File: src/include/uip_defines.vh
`ifndef UIP_DEFINES_VH
`define UIP_DEFINES_VH
`define UIP_A_DATA    8'h00
`define UIP_A_MASK    8'h04
`define UIP_A_CAUSE   8'h08
`define UIP_A_CFG     8'h0c
`define UIP_A_LINE    8'h14
`define UIP_A_MODEM   8'h18
`define UIP_MASK_RST  8'h00
`define UIP_FCR_RST   8'h00
`define UIP_CFG_RST   8'h00
`define UIP_CFG_ENH   0
`define UIP_CFG_ACTS  1
`define UIP_CFG_ARTS  2
`define UIP_FCR_EN    0
`define UIP_C_LINE    6'h06
`define UIP_C_TMO     6'h0c
`define UIP_C_RXD     6'h04
`define UIP_C_TXR     6'h02
`define UIP_C_MODEM   6'h00
`define UIP_C_XOFF    6'h10
`define UIP_C_FLOW    6'h20
`define UIP_C_NONE    6'h01
`define UIP_CHAR_BITS 7'h0a
`define UIP_TMO_CHARS 7'h04
`define UIP_TMO_XBITS 7'h0c
`endif
File: src/core/uip_prioritizer.v
// Function
// - FIFO mode receive interrupt and cause follow fill at or above trigger level.
// - Receive data ready status set on FIFO push, cleared when FIFO is empty.
// - Line status reports overrun, head error type, holding empty, all empty, FIFO error.
// - Mask bit 0 enables receive data interrupt; non-FIFO on any data; reset off.
// - Mask bit 1 enables transmit ready; enabling while empty raises it at once.
// - Overrun raises line status at once; other errors when the character leaves; the code raises them when the error reaches the FIFO head.
// - Mask bit 3 enables modem interrupt from any of four sticky delta bits.
// - Mask bit 4 is sleep enable, writable only with enhanced functions on.
// - Mask bit 5 enables Xoff or special character match interrupt.
// - Mask bit 6 enables interrupt on RTS output rising under auto RTS; the code lets bit 6 or 7 enable both flow events.
// - Mask bit 7 enables interrupt on CTS input rising under auto CTS; the code lets bit 6 or 7 enable both flow events.
// - Receive timeout fires after four character times plus twelve bit times.
// - Cause register shows only the highest priority pending source.
// - Cause codes in priority order; nothing pending reads 000001.
// - Line status interrupt cleared by reading the line status register.
// - Receive data clears below trigger; timeout clears on receive holding read.
// - Transmit ready cleared by cause register read or transmit holding write.
// - Modem and flow control interrupts cleared by modem status read.
// - Xoff clears on cause read or Xon; special on cause read or next character.
// - Cause bits 7 and 6 read as FIFO enable.
// - Cause bits 5 and 4 active only with enhanced functions on.
//
// Local design decisions: register access over APB and the register addresses.
`timescale 1ns/100ps
`include "uip_defines.vh"
module uip_prioritizer
(
   input  wire       pclk,
   input  wire       presetn,
   input  wire       psel,
   input  wire       penable,
   input  wire       pwrite,
   input  wire [7:0] paddr,
   input  wire [31:0] pwdata,
   output reg  [31:0] prdata,
   output reg        pready,
   output reg        pslverr,
   input  wire [7:0] rx_data,
   input  wire [5:0] rx_fill,
   input  wire       rx_push,
   input  wire       rx_overrun_evt,
   input  wire [2:0] rx_head_err,
   input  wire       rx_fifo_err,
   input  wire [5:0] tx_fill,
   input  wire       tsr_empty,
   input  wire       bit_tick,
   input  wire [3:0] modem_in,
   input  wire [3:0] modem_delta_evt,
   input  wire       xoff_det,
   input  wire       special_det,
   input  wire       xon_det,
   input  wire       rts_n,
   input  wire       cts_n_pin,
   output reg        irq,
   output reg        sleep_enable,
   output reg        fifo_enable,
   output reg        rhr_read,
   output reg        thr_write,
   output reg  [7:0] thr_data
);

   reg  [7:0] mask_r;
   reg  [7:0] fcr_r;
   reg  [7:0] cfg_r;
   reg        ovr_r;
   reg        lsi_r;
   reg  [3:0] delta_r;
   reg        txr_r;
   reg        tmo_r;
   reg        xoff_r;
   reg        spec_r;
   reg        flow_r;
   reg  [6:0] tmo_cnt_r;
   reg  [1:0] tmo_ch_r;
   reg  [2:0] cts_sync_r;
   reg        cts_n_r;
   reg        rts_n_r;
   reg        txc_r;
   reg        msk1_r;
   reg  [2:0] err_r;
   reg  [5:0] cause;
   reg  [31:0] rd_val;
   reg        hit;

   wire       acc    = psel & penable & pready;
   wire       wr     = acc & pwrite;
   wire       rd     = acc & ~pwrite;
   wire       enh    = cfg_r[`UIP_CFG_ENH];
   wire       fen    = fcr_r[`UIP_FCR_EN];
   wire       rd_rhr = rd & (paddr == `UIP_A_DATA);
   wire       rd_isr = rd & (paddr == `UIP_A_CAUSE);
   wire       rd_lsr = rd & (paddr == `UIP_A_LINE);
   wire       rd_msr = rd & (paddr == `UIP_A_MODEM);
   wire       wr_thr = wr & (paddr == `UIP_A_DATA);

   // Receive and transmit trigger levels, selected by the FIFO control bits.
   function [5:0] rx_trig;
      input [1:0] sel;
      begin
         case (sel)
            2'h0:    rx_trig = 6'h08;
            2'h1:    rx_trig = 6'h10;
            2'h2:    rx_trig = 6'h18;
            default: rx_trig = 6'h1c;
         endcase
      end
   endfunction

   function [5:0] tx_trig;
      input [1:0] sel;
      begin
         case (sel)
            2'h0:    tx_trig = 6'h10;
            2'h1:    tx_trig = 6'h08;
            2'h2:    tx_trig = 6'h18;
            default: tx_trig = 6'h1e;
         endcase
      end
   endfunction

   // Non-FIFO mode behaves as a one-deep holding register.
   wire rx_avail = fen ? (rx_fill >= rx_trig(fcr_r[7:6])) : (rx_fill != 6'h00);
   wire tx_cond  = fen ? (tx_fill < tx_trig(fcr_r[5:4])) : (tx_fill == 6'h00);
   wire lsr_evt  = (err_r == 3'h0) & (rx_head_err != 3'h0);
   // Rising edge of the filtered level: both late stages high while the
   // filtered copy still holds low, so the event fires once per clean rise.
   wire cts_rise = ~cts_n_r & cts_sync_r[1] & cts_sync_r[2];
   wire cts_lvl  = cts_sync_r[1];
   wire rts_rise = rts_n & ~rts_n_r & cfg_r[`UIP_CFG_ARTS];
   wire cts_evt  = cts_rise & cfg_r[`UIP_CFG_ACTS];
   wire [7:0] lsr_val = {rx_fifo_err, (tx_fill == 6'h00) & tsr_empty,
                         tx_fill == 6'h00, err_r, ovr_r, rx_fill != 6'h00};

   wire p_line  = lsi_r & mask_r[2];
   wire p_tmo   = tmo_r & mask_r[0];
   wire p_rxd   = rx_avail & mask_r[0];
   wire p_txr   = txr_r & mask_r[1];
   wire p_modem = (delta_r != 4'h0) & mask_r[3];
   wire p_xoff  = (xoff_r | spec_r) & mask_r[5] & enh;
   wire p_flow  = flow_r & (mask_r[6] | mask_r[7]) & enh;

   // Only the source that the cause register is reporting is acknowledged by
   // reading it; a lower source stays queued until its own turn comes.
   // The code seen at the access edge is used; it matches the code latched into
   // read data one cycle earlier unless a higher source arrived or the reported one dropped in between.
   wire ack_txr  = rd_isr & (cause == `UIP_C_TXR);
   wire ack_xoff = rd_isr & (cause == `UIP_C_XOFF);

   // Fixed priority: the first pending source in order wins the code.
   always @*
   begin
      if (p_line)
         cause = `UIP_C_LINE;
      else if (p_tmo)
         cause = `UIP_C_TMO;
      else if (p_rxd)
         cause = `UIP_C_RXD;
      else if (p_txr)
         cause = `UIP_C_TXR;
      else if (p_modem)
         cause = `UIP_C_MODEM;
      else if (p_xoff)
         cause = `UIP_C_XOFF;
      else if (p_flow)
         cause = `UIP_C_FLOW;
      else
         cause = `UIP_C_NONE;
   end

   always @*
   begin
      hit    = 1'b1;
      rd_val = 32'h00000000;
      case (paddr)
         `UIP_A_DATA:  rd_val = {24'h000000, rx_data};
         `UIP_A_MASK:  rd_val = {24'h000000, mask_r};
         `UIP_A_CAUSE: rd_val = {24'h000000, fen, fen, cause};
         `UIP_A_CFG:   rd_val = {24'h000000, cfg_r};
         `UIP_A_LINE:  rd_val = {24'h000000, lsr_val};
         `UIP_A_MODEM: rd_val = {24'h000000, modem_in, delta_r};
         default:      hit = 1'b0;
      endcase
   end

   // The slave answers with no wait state, yet read data is always registered.
   // A master that drops psel before its access phase still sees one pready
   // pulse; no register changes, since the access term needs penable as well.
   always @(posedge pclk or negedge presetn)
   begin
      if (!presetn)
      begin
         prdata  <= 32'h00000000;
         pready  <= 1'b0;
         pslverr <= 1'b0;
      end
      else
      begin
         pready  <= psel & ~penable;
         pslverr <= psel & ~penable & ~hit;
         if (psel & ~penable & ~pwrite)
            prdata <= rd_val;
      end
   end

   always @(posedge pclk or negedge presetn)
   begin
      if (!presetn)
      begin
         mask_r <= `UIP_MASK_RST;
         fcr_r  <= `UIP_FCR_RST;
         cfg_r  <= `UIP_CFG_RST;
      end
      else
      begin
         if (wr & (paddr == `UIP_A_MASK))
         begin
            mask_r[3:0] <= pwdata[3:0];
            if (enh)
               mask_r[7:4] <= pwdata[7:4];
         end
         // Other control bits only take effect while the FIFO enable is written.
         if (wr & (paddr == `UIP_A_CAUSE))
         begin
            fcr_r[0] <= pwdata[0];
            if (pwdata[0])
            begin
               fcr_r[7:6] <= pwdata[7:6];
               if (enh)
                  fcr_r[5:4] <= pwdata[5:4];
            end
         end
         if (wr & (paddr == `UIP_A_CFG))
            cfg_r <= pwdata[7:0];
      end
   end

   always @(posedge pclk or negedge presetn)
   begin
      if (!presetn)
      begin
         cts_sync_r <= 3'h7;
         cts_n_r    <= 1'b1;
         rts_n_r    <= 1'b1;
         err_r      <= 3'h0;
         txc_r      <= 1'b0;
         msk1_r     <= 1'b0;
      end
      else
      begin
         cts_sync_r <= {cts_sync_r[1:0], cts_n_pin};
         // The level only changes once two later stages agree.
         if (cts_sync_r[1] == cts_sync_r[2])
            cts_n_r <= cts_lvl;
         rts_n_r <= rts_n;
         err_r   <= rx_head_err;
         txc_r   <= tx_cond;
         msk1_r  <= mask_r[1];
      end
   end

   // Sticky pending flags; a new event in the clearing cycle always wins.
   always @(posedge pclk or negedge presetn)
   begin
      if (!presetn)
      begin
         ovr_r   <= 1'b0;
         lsi_r   <= 1'b0;
         delta_r <= 4'h0;
         txr_r   <= 1'b0;
         xoff_r  <= 1'b0;
         spec_r  <= 1'b0;
         flow_r  <= 1'b0;
      end
      else
      begin
         ovr_r   <= rx_overrun_evt | (ovr_r & ~rd_lsr);
         lsi_r   <= rx_overrun_evt | lsr_evt | (lsi_r & ~rd_lsr);
         delta_r <= modem_delta_evt | (delta_r & {4{~rd_msr}});
         flow_r  <= rts_rise | cts_evt | (flow_r & ~rd_msr);
         // Transmit ready only drops on the acknowledge that reports it or on a
         // write of new transmit data.
         txr_r   <= (tx_cond & ~txc_r) | (tx_cond & mask_r[1] & ~msk1_r)
                    | (txr_r & ~ack_txr & ~wr_thr);
         // Xoff and special share one code, so one acknowledge clears both; each
         // also has its own clear from the receive side.
         xoff_r  <= xoff_det | (xoff_r & ~ack_xoff & ~xon_det);
         spec_r  <= special_det | (spec_r & ~ack_xoff & ~rx_push);
      end
   end

   // Timeout counts bit ticks while data waits; a push or a read restarts it.
   always @(posedge pclk or negedge presetn)
   begin
      if (!presetn)
      begin
         tmo_cnt_r <= 7'h00;
         tmo_r     <= 1'b0;
         tmo_ch_r  <= 2'h0;
      end
      else
      begin
         tmo_ch_r <= 2'h0;
         // The compare uses one less than the limit so that the flag rises on
         // the same tick at which the counter reaches the limit.
         if (rx_push | rd_rhr | (rx_fill == 6'h00))
            tmo_cnt_r <= 7'h00;
         else if (bit_tick & (tmo_cnt_r != `UIP_CHAR_BITS * `UIP_TMO_CHARS
                                         + `UIP_TMO_XBITS))
            tmo_cnt_r <= tmo_cnt_r + 7'h01;
         tmo_r <= (tmo_cnt_r == `UIP_CHAR_BITS * `UIP_TMO_CHARS + `UIP_TMO_XBITS
                   - 7'h01 & bit_tick & ~rx_push & ~rd_rhr)
                  | (tmo_r & ~rd_rhr);
      end
   end

   always @(posedge pclk or negedge presetn)
   begin
      if (!presetn)
      begin
         irq          <= 1'b0;
         sleep_enable <= 1'b0;
         fifo_enable  <= 1'b0;
         rhr_read     <= 1'b0;
         thr_write    <= 1'b0;
         thr_data     <= 8'h00;
      end
      else
      begin
         // Every output is registered, so irq trails the pending flags by a cycle.
         irq          <= cause != `UIP_C_NONE;
         sleep_enable <= mask_r[4];
         fifo_enable  <= fen;
         rhr_read     <= rd_rhr;
         thr_write    <= wr_thr;
         if (wr_thr)
            thr_data <= pwdata[7:0];
      end
   end

endmodule

File: config.mk
export PLATFORM = sky130hd
export DESIGN_NAME = uip_prioritizer
export DESIGN_NICKNAME = d
export VERILOG_FILES = /design/src/core/uip_prioritizer.v
export VERILOG_INCLUDE_DIRS = /design/src /design/src/include
export SDC_FILE = /design/constraint.sdc
export NUM_CORES = 1
export LEC_CHECK = 0
export BUFFER_PORTS_ARGS = -buffer_cell sky130_fd_sc_hd__buf_2
export CORE_MARGIN = 1
export CORE_UTILIZATION = 54
export DETAILED_ROUTE_END_ITERATION = 7
export PLACE_DENSITY = 0.86
export SYNTH_ARGS = -nofsm -noshare
export SYNTH_HDL_FRONTEND = slang
export SYNTH_SLANG_ARGS = --single-unit
File: constraint.sdc
create_clock -name pclk -period 6.4 [get_ports pclk]
set_clock_uncertainty 0.2 [all_clocks]
set_input_delay 0.96 -clock pclk [delete_from_list [all_inputs] [get_ports pclk]]
set_output_delay 0.96 -clock pclk [all_outputs]
set_load 0.03 [all_outputs]
==> impl_results.html <==
<table>
<tr><th>Metric</th><th>Value</th></tr>
<tr><th colspan="2">Pwr</th></tr>
<tr><td>Share of total power consumed by net switching</td><td>26.46%</td></tr>
<tr><td>Worst supply voltage drop on vdd</td><td>0.1952 mV</td></tr>
<tr><td>Switching power summed over all nets</td><td>0.2412 mW</td></tr>
<tr><td>Power density cells</td><td>211.6 mW/mm^2</td></tr>
<tr><td>Internal Dissipation</td><td>roughly 0.67 mW</td></tr>
<tr><td>Flop pwr share</td><td>51.7%</td></tr>
<tr><td>Power share of the combinational group</td><td>a little over a tenth</td></tr>
<tr><td>Leak</td><td>2.146 nW</td></tr>
<tr><td>Portion of total power attributed to the clock network</td><td>37.6%</td></tr>
<tr><th colspan="2">Worst hold path</th></tr>
<tr><td>Worst hold path type</td><td>reg2reg</td></tr>
<tr><td>WHS Path Cells</td><td>0</td></tr>
<tr><th colspan="2">Timing</th></tr>
<tr><td>Setup ws final</td><td>3597 ps</td></tr>
<tr><td>Setup-violating endpoint count in the final report</td><td>0</td></tr>
<tr><td>Max_slew headroom</td><td>22.86%</td></tr>
<tr><td>RSZ-0062 raised after global routing</td><td>false</td></tr>
<tr><td>Accumulated negative setup slack</td><td>0 ps</td></tr>
<tr><td>Actual slew at the worst max-slew pin</td><td>1141 ps</td></tr>
<tr><td>Final Hold Violating Endpoints</td><td>0</td></tr>
<tr><td>Achievable Freq</td><td>approximately 360 MHz</td></tr>
<tr><td>Period Utilization, post-route</td><td>43.80%</td></tr>
<tr><td>Shortest clock period the worst path allows after layout</td><td>2803 ps</td></tr>
<tr><td>Final slew viol count</td><td>0</td></tr>
<tr><th colspan="2">Drt</th></tr>
<tr><td>Number of vias in the routed layout</td><td>about 3,100</td></tr>
<tr><td>Remaining antenna violation count</td><td>0</td></tr>
<tr><td>Vias per std cell</td><td>a little over 6</td></tr>
<tr><td>Wire length per cell</td><td>17.49 um</td></tr>
<tr><td>First DRT Iteration DRCs</td><td>383</td></tr>
<tr><td># DRC</td><td>8</td></tr>
<tr><td>DR pass1 iterations</td><td>8</td></tr>
<tr><td>Aggregate routed wire length</td><td>between 8000 and 9000 um</td></tr>
<tr><th colspan="2">Setup path</th></tr>
<tr><td>Largest driver fanout on the critical path</td><td>8</td></tr>
<tr><td>Bufs and invs on worst path</td><td>1</td></tr>
<tr><td>Number of cells on the worst reg-to-reg path</td><td>7</td></tr>
<tr><td>Classification of the worst setup path</td><td>in2reg</td></tr>
<tr><td>Sequence of cells on the critical path</td><td>buf_2 -&gt; or4_4 -&gt; nor3_4 -&gt; and3_1 -&gt; mux2_2</td></tr>
<tr><td>Cell with the largest stage delay on the worst path</td><td>or4_4</td></tr>
<tr><td>Highest cell delay on the worst timing path</td><td>590 ps</td></tr>
<tr><td>Kind of end point of the critical path</td><td>flop</td></tr>
<tr><td>Worst path depth</td><td>5</td></tr>
<tr><td>Worst Path Arrival</td><td>between 2000 and 3000 ps</td></tr>
<tr><td>Largest delay share family, worst path</td><td>simple AND/OR/NAND/NOR gates</td></tr>
<tr><td>Type of element launching the critical path</td><td>input pin</td></tr>
<tr><td>Required time at the worst-slack endpoint</td><td>6440 ps</td></tr>
<tr><th colspan="2">Logic synthesis</th></tr>
<tr><td>Seq/Total Area, Yosys</td><td>48.70%</td></tr>
<tr><td>Yosys warning total</td><td>0</td></tr>
<tr><td>Distinct cells, synth</td><td>63</td></tr>
<tr><td>Share of flip-flops with an asynchronous set or reset after synthesis</td><td>100.0%</td></tr>
<tr><td>Cell area after synthesis</td><td>0.003712 sq mm</td></tr>
<tr><td>Register bit total from synthesis</td><td>72</td></tr>
<tr><td>Most used flip-flop cell after synthesis</td><td>dfrtp_1</td></tr>
<tr><td>Post-synthesis average cell area</td><td>around 11 sq um</td></tr>
<tr><td>Count of flip-flops with a built-in enable after synthesis</td><td>0</td></tr>
<tr><td>Synthesized instance count</td><td>338</td></tr>
<tr><th colspan="2">Global routing</th></tr>
<tr><td>Maximum number of pins on one net before global-route repair</td><td>73</td></tr>
<tr><td>Total congestion overflow</td><td>0</td></tr>
<tr><td>GRT Total Usage</td><td>26.62%</td></tr>
<tr><td>Antenna violations before repair</td><td>0</td></tr>
<tr><td>Global-route wire length before repair</td><td>14,620 um</td></tr>
<tr><td>Busiest layer in global routing</td><td>met2</td></tr>
<tr><td>Via count of the first global-routing pass</td><td>around 3,000</td></tr>
<tr><td>Global routing met2 resource utilization</td><td>43.39%</td></tr>
<tr><td>Grt met3 use</td><td>7.977%</td></tr>
<tr><td>GR met1 Demand/Resource</td><td>35.18%</td></tr>
<tr><th colspan="2">Place</th></tr>
<tr><td>Detailed placer's ending HPWL</td><td>6683 um</td></tr>
<tr><td>Count of input and output buffers</td><td>84</td></tr>
<tr><td>Final weighted congestion in routability-driven placement</td><td>0.9384</td></tr>
<tr><td>Worst Setup Slack post-DPL</td><td>3260 ps</td></tr>
<tr><th colspan="2">Clock network</th></tr>
<tr><td>Num CTS Buffers</td><td>9</td></tr>
<tr><td>Clock transition at the register clock pins on the worst setup and hold paths after CTS</td><td>70 ps</td></tr>
<tr><td>TritonCTS sink count</td><td>between 70 and 80</td></tr>
<tr><td>Hold buffer count at cts</td><td>0</td></tr>
<tr><td>Bufs on Longest Clock Path</td><td>2</td></tr>
<tr><td>CTS tree</td><td>built</td></tr>
<tr><td>Post-cts resize count</td><td>0</td></tr>
<tr><td>Max H-tree Level</td><td>3</td></tr>
<tr><td>Clk_lat worst skew</td><td>350 ps</td></tr>
<tr><td>Post-CTS setup buffers</td><td>0</td></tr>
<tr><td>Clk Tree Root Cell</td><td>clkbuf_8</td></tr>
<tr><th colspan="2">Floorplan</th></tr>
<tr><td>Effective utilization at floorplan</td><td>57.16%</td></tr>
<tr><td>Die Footprint</td><td>0.007211 sq mm</td></tr>
<tr><td>Row Count</td><td>29</td></tr>
<tr><td>Ports placed on the boundary</td><td>133</td></tr>
<tr><td>Die outline width</td><td>84.92 um</td></tr>
<tr><td>Die outline height</td><td>about 85 um</td></tr>
<tr><td>Core outline area</td><td>0.006495 sq mm</td></tr>
<tr><th colspan="2">Final layout</th></tr>
<tr><td>Ant diodes</td><td>0</td></tr>
<tr><td>Number of fill cells in the layout</td><td>520</td></tr>
<tr><td>Total number of nets in the final design</td><td>about 520</td></tr>
<tr><td>Ratio of cells with drive above 1 in the final layout</td><td>34.03%</td></tr>
<tr><td>Synthesis-to-layout area growth</td><td>16.04%</td></tr>
<tr><th colspan="2">Outcome</th></tr>
<tr><td>Status</td><td>finished, violations left</td></tr>
<tr><td>Failing checks</td><td>DRC</td></tr>
<tr><th colspan="2">Run</th></tr>
<tr><td>Max-cap violations</td><td>0</td></tr>
</table>
==> power by group through the flow <==
stage	clock [mW]	sequential [mW]	combinational (mW)
detailed placement	0	0.480	0.0975
global placement	0	0.479	0.0942
CTS	0.349	0.471	0.0978
finish	0.342	0.471	0.0981
global route	0.370	0.472	0.108
floorplan	0	0.484	0.0582
==> cell usage after synthesis (5+ instances only) <==
library cell,count,area [sq um]
dfrtp_1,67,1677
nand2_1,28,105.1
buf_4,24,180.2
mux2_2,23,259.0
nor2_1,22,82.58
o21ai_0,11,55.05
inv_1,9,33.78
nand3_1,9,45.04
a22o_1,8,70.07
ha_1,8,100.1
a21o_1,7,52.55
nand4_1,7,43.79
a21oi_1,6,30.03
nor2b_1,6,37.54
a222oi_1,5,50.05
a22oi_1,5,37.54
a32oi_1,5,43.79
and3_1,5,31.28
clkbuf_1,5,18.77
dfstp_2,5,131.4
nor4b_1,5,43.79
==> layout make-up <==
type,count,area [sq um],area share [%]
multi-input cells,249,1742,40.43
inverters,9,33.78,0.7842
well taps,77,96.34,2.236
clock inverters,3,23.77,0.5518
clock buffers,13,168.9,3.921
flip-flops and latches,72,1808,41.97
repair buffers,86,435.4,10.11
==> placed cells by master, fill, tap and decap left out, types with 7 or more instances in the layout <==
cell type,count
nor2_1,22
a22o_1,8
conb_1,24
dfrtp_1,67
ha_1,8
inv_1,9
nand4_1,7
a21o_1,7
mux2_2,23
nand2_1,28
nand3_1,9
o21ai_0,11
clkbuf_8,12
buf_2,84
==> stage by stage <==
stage | power [mW] | hold slack, ps | cell area (sq um) | util [%] | instances
2_1_floorplan | 0.5419 | 145.2 | 3799 | - | 361
3_3_place_gp | 0.5735 | 145.7 | 4115 | 63.36 | 493
3_5_place_dp | 0.5775 | 147.9 | 4115 | 63.36 | 493
4_1_cts | 0.9182 | 158.5 | 4308 | 66.33 | 509
5_1_grt | 0.9501 | 164.9 | 4308 | 66.33 | 509
6_report | 0.9117 | 157.8 | 4308 | 66.33 | 509
==> logic make-up after synthesis <==
kind of cell / share of synthesized area, %
buf+inv: 6.707
flops: 48.70
other cells: 0.1010
compound gates: 13.52
fa+ha+maj: 2.966
simple gates: 17.73
mux: 8.864
xor+xnor: 1.416
==> per-layer routing <==
metal  up-vias  share of wire (%)
met1      1503                 42
met5         -                  0
met2       180                 47
li1       1383                  -
met4         0                1.6
met3        22                9.1
==> state kept, by name, indices dropped and copies added, names as in the netlist, 3 cells and up <==
name	flops
cfg_r	8
cts_sync_r	3
delta_r	4
err_r	3
fcr_r	4
mask_r	8
prdata	8
thr_data	8
tmo_cnt_r	7
==> final timing paths <==
check	startpoint	slack, ps	end
min in group asynchronous	presetn	600	tmo_cnt_r[5]
max reg2reg	fcr_r[6]	3870	xoff_r
min reg2reg	cts_sync_r[0]	160	cts_sync_r[1]
max	paddr[5]	3600	cfg_r[5]
min	cts_sync_r[0]	160	cts_sync_r[1]
max in group asynchronous	presetn	4820	err_r[0]
(Power assumes the default switching activity.)
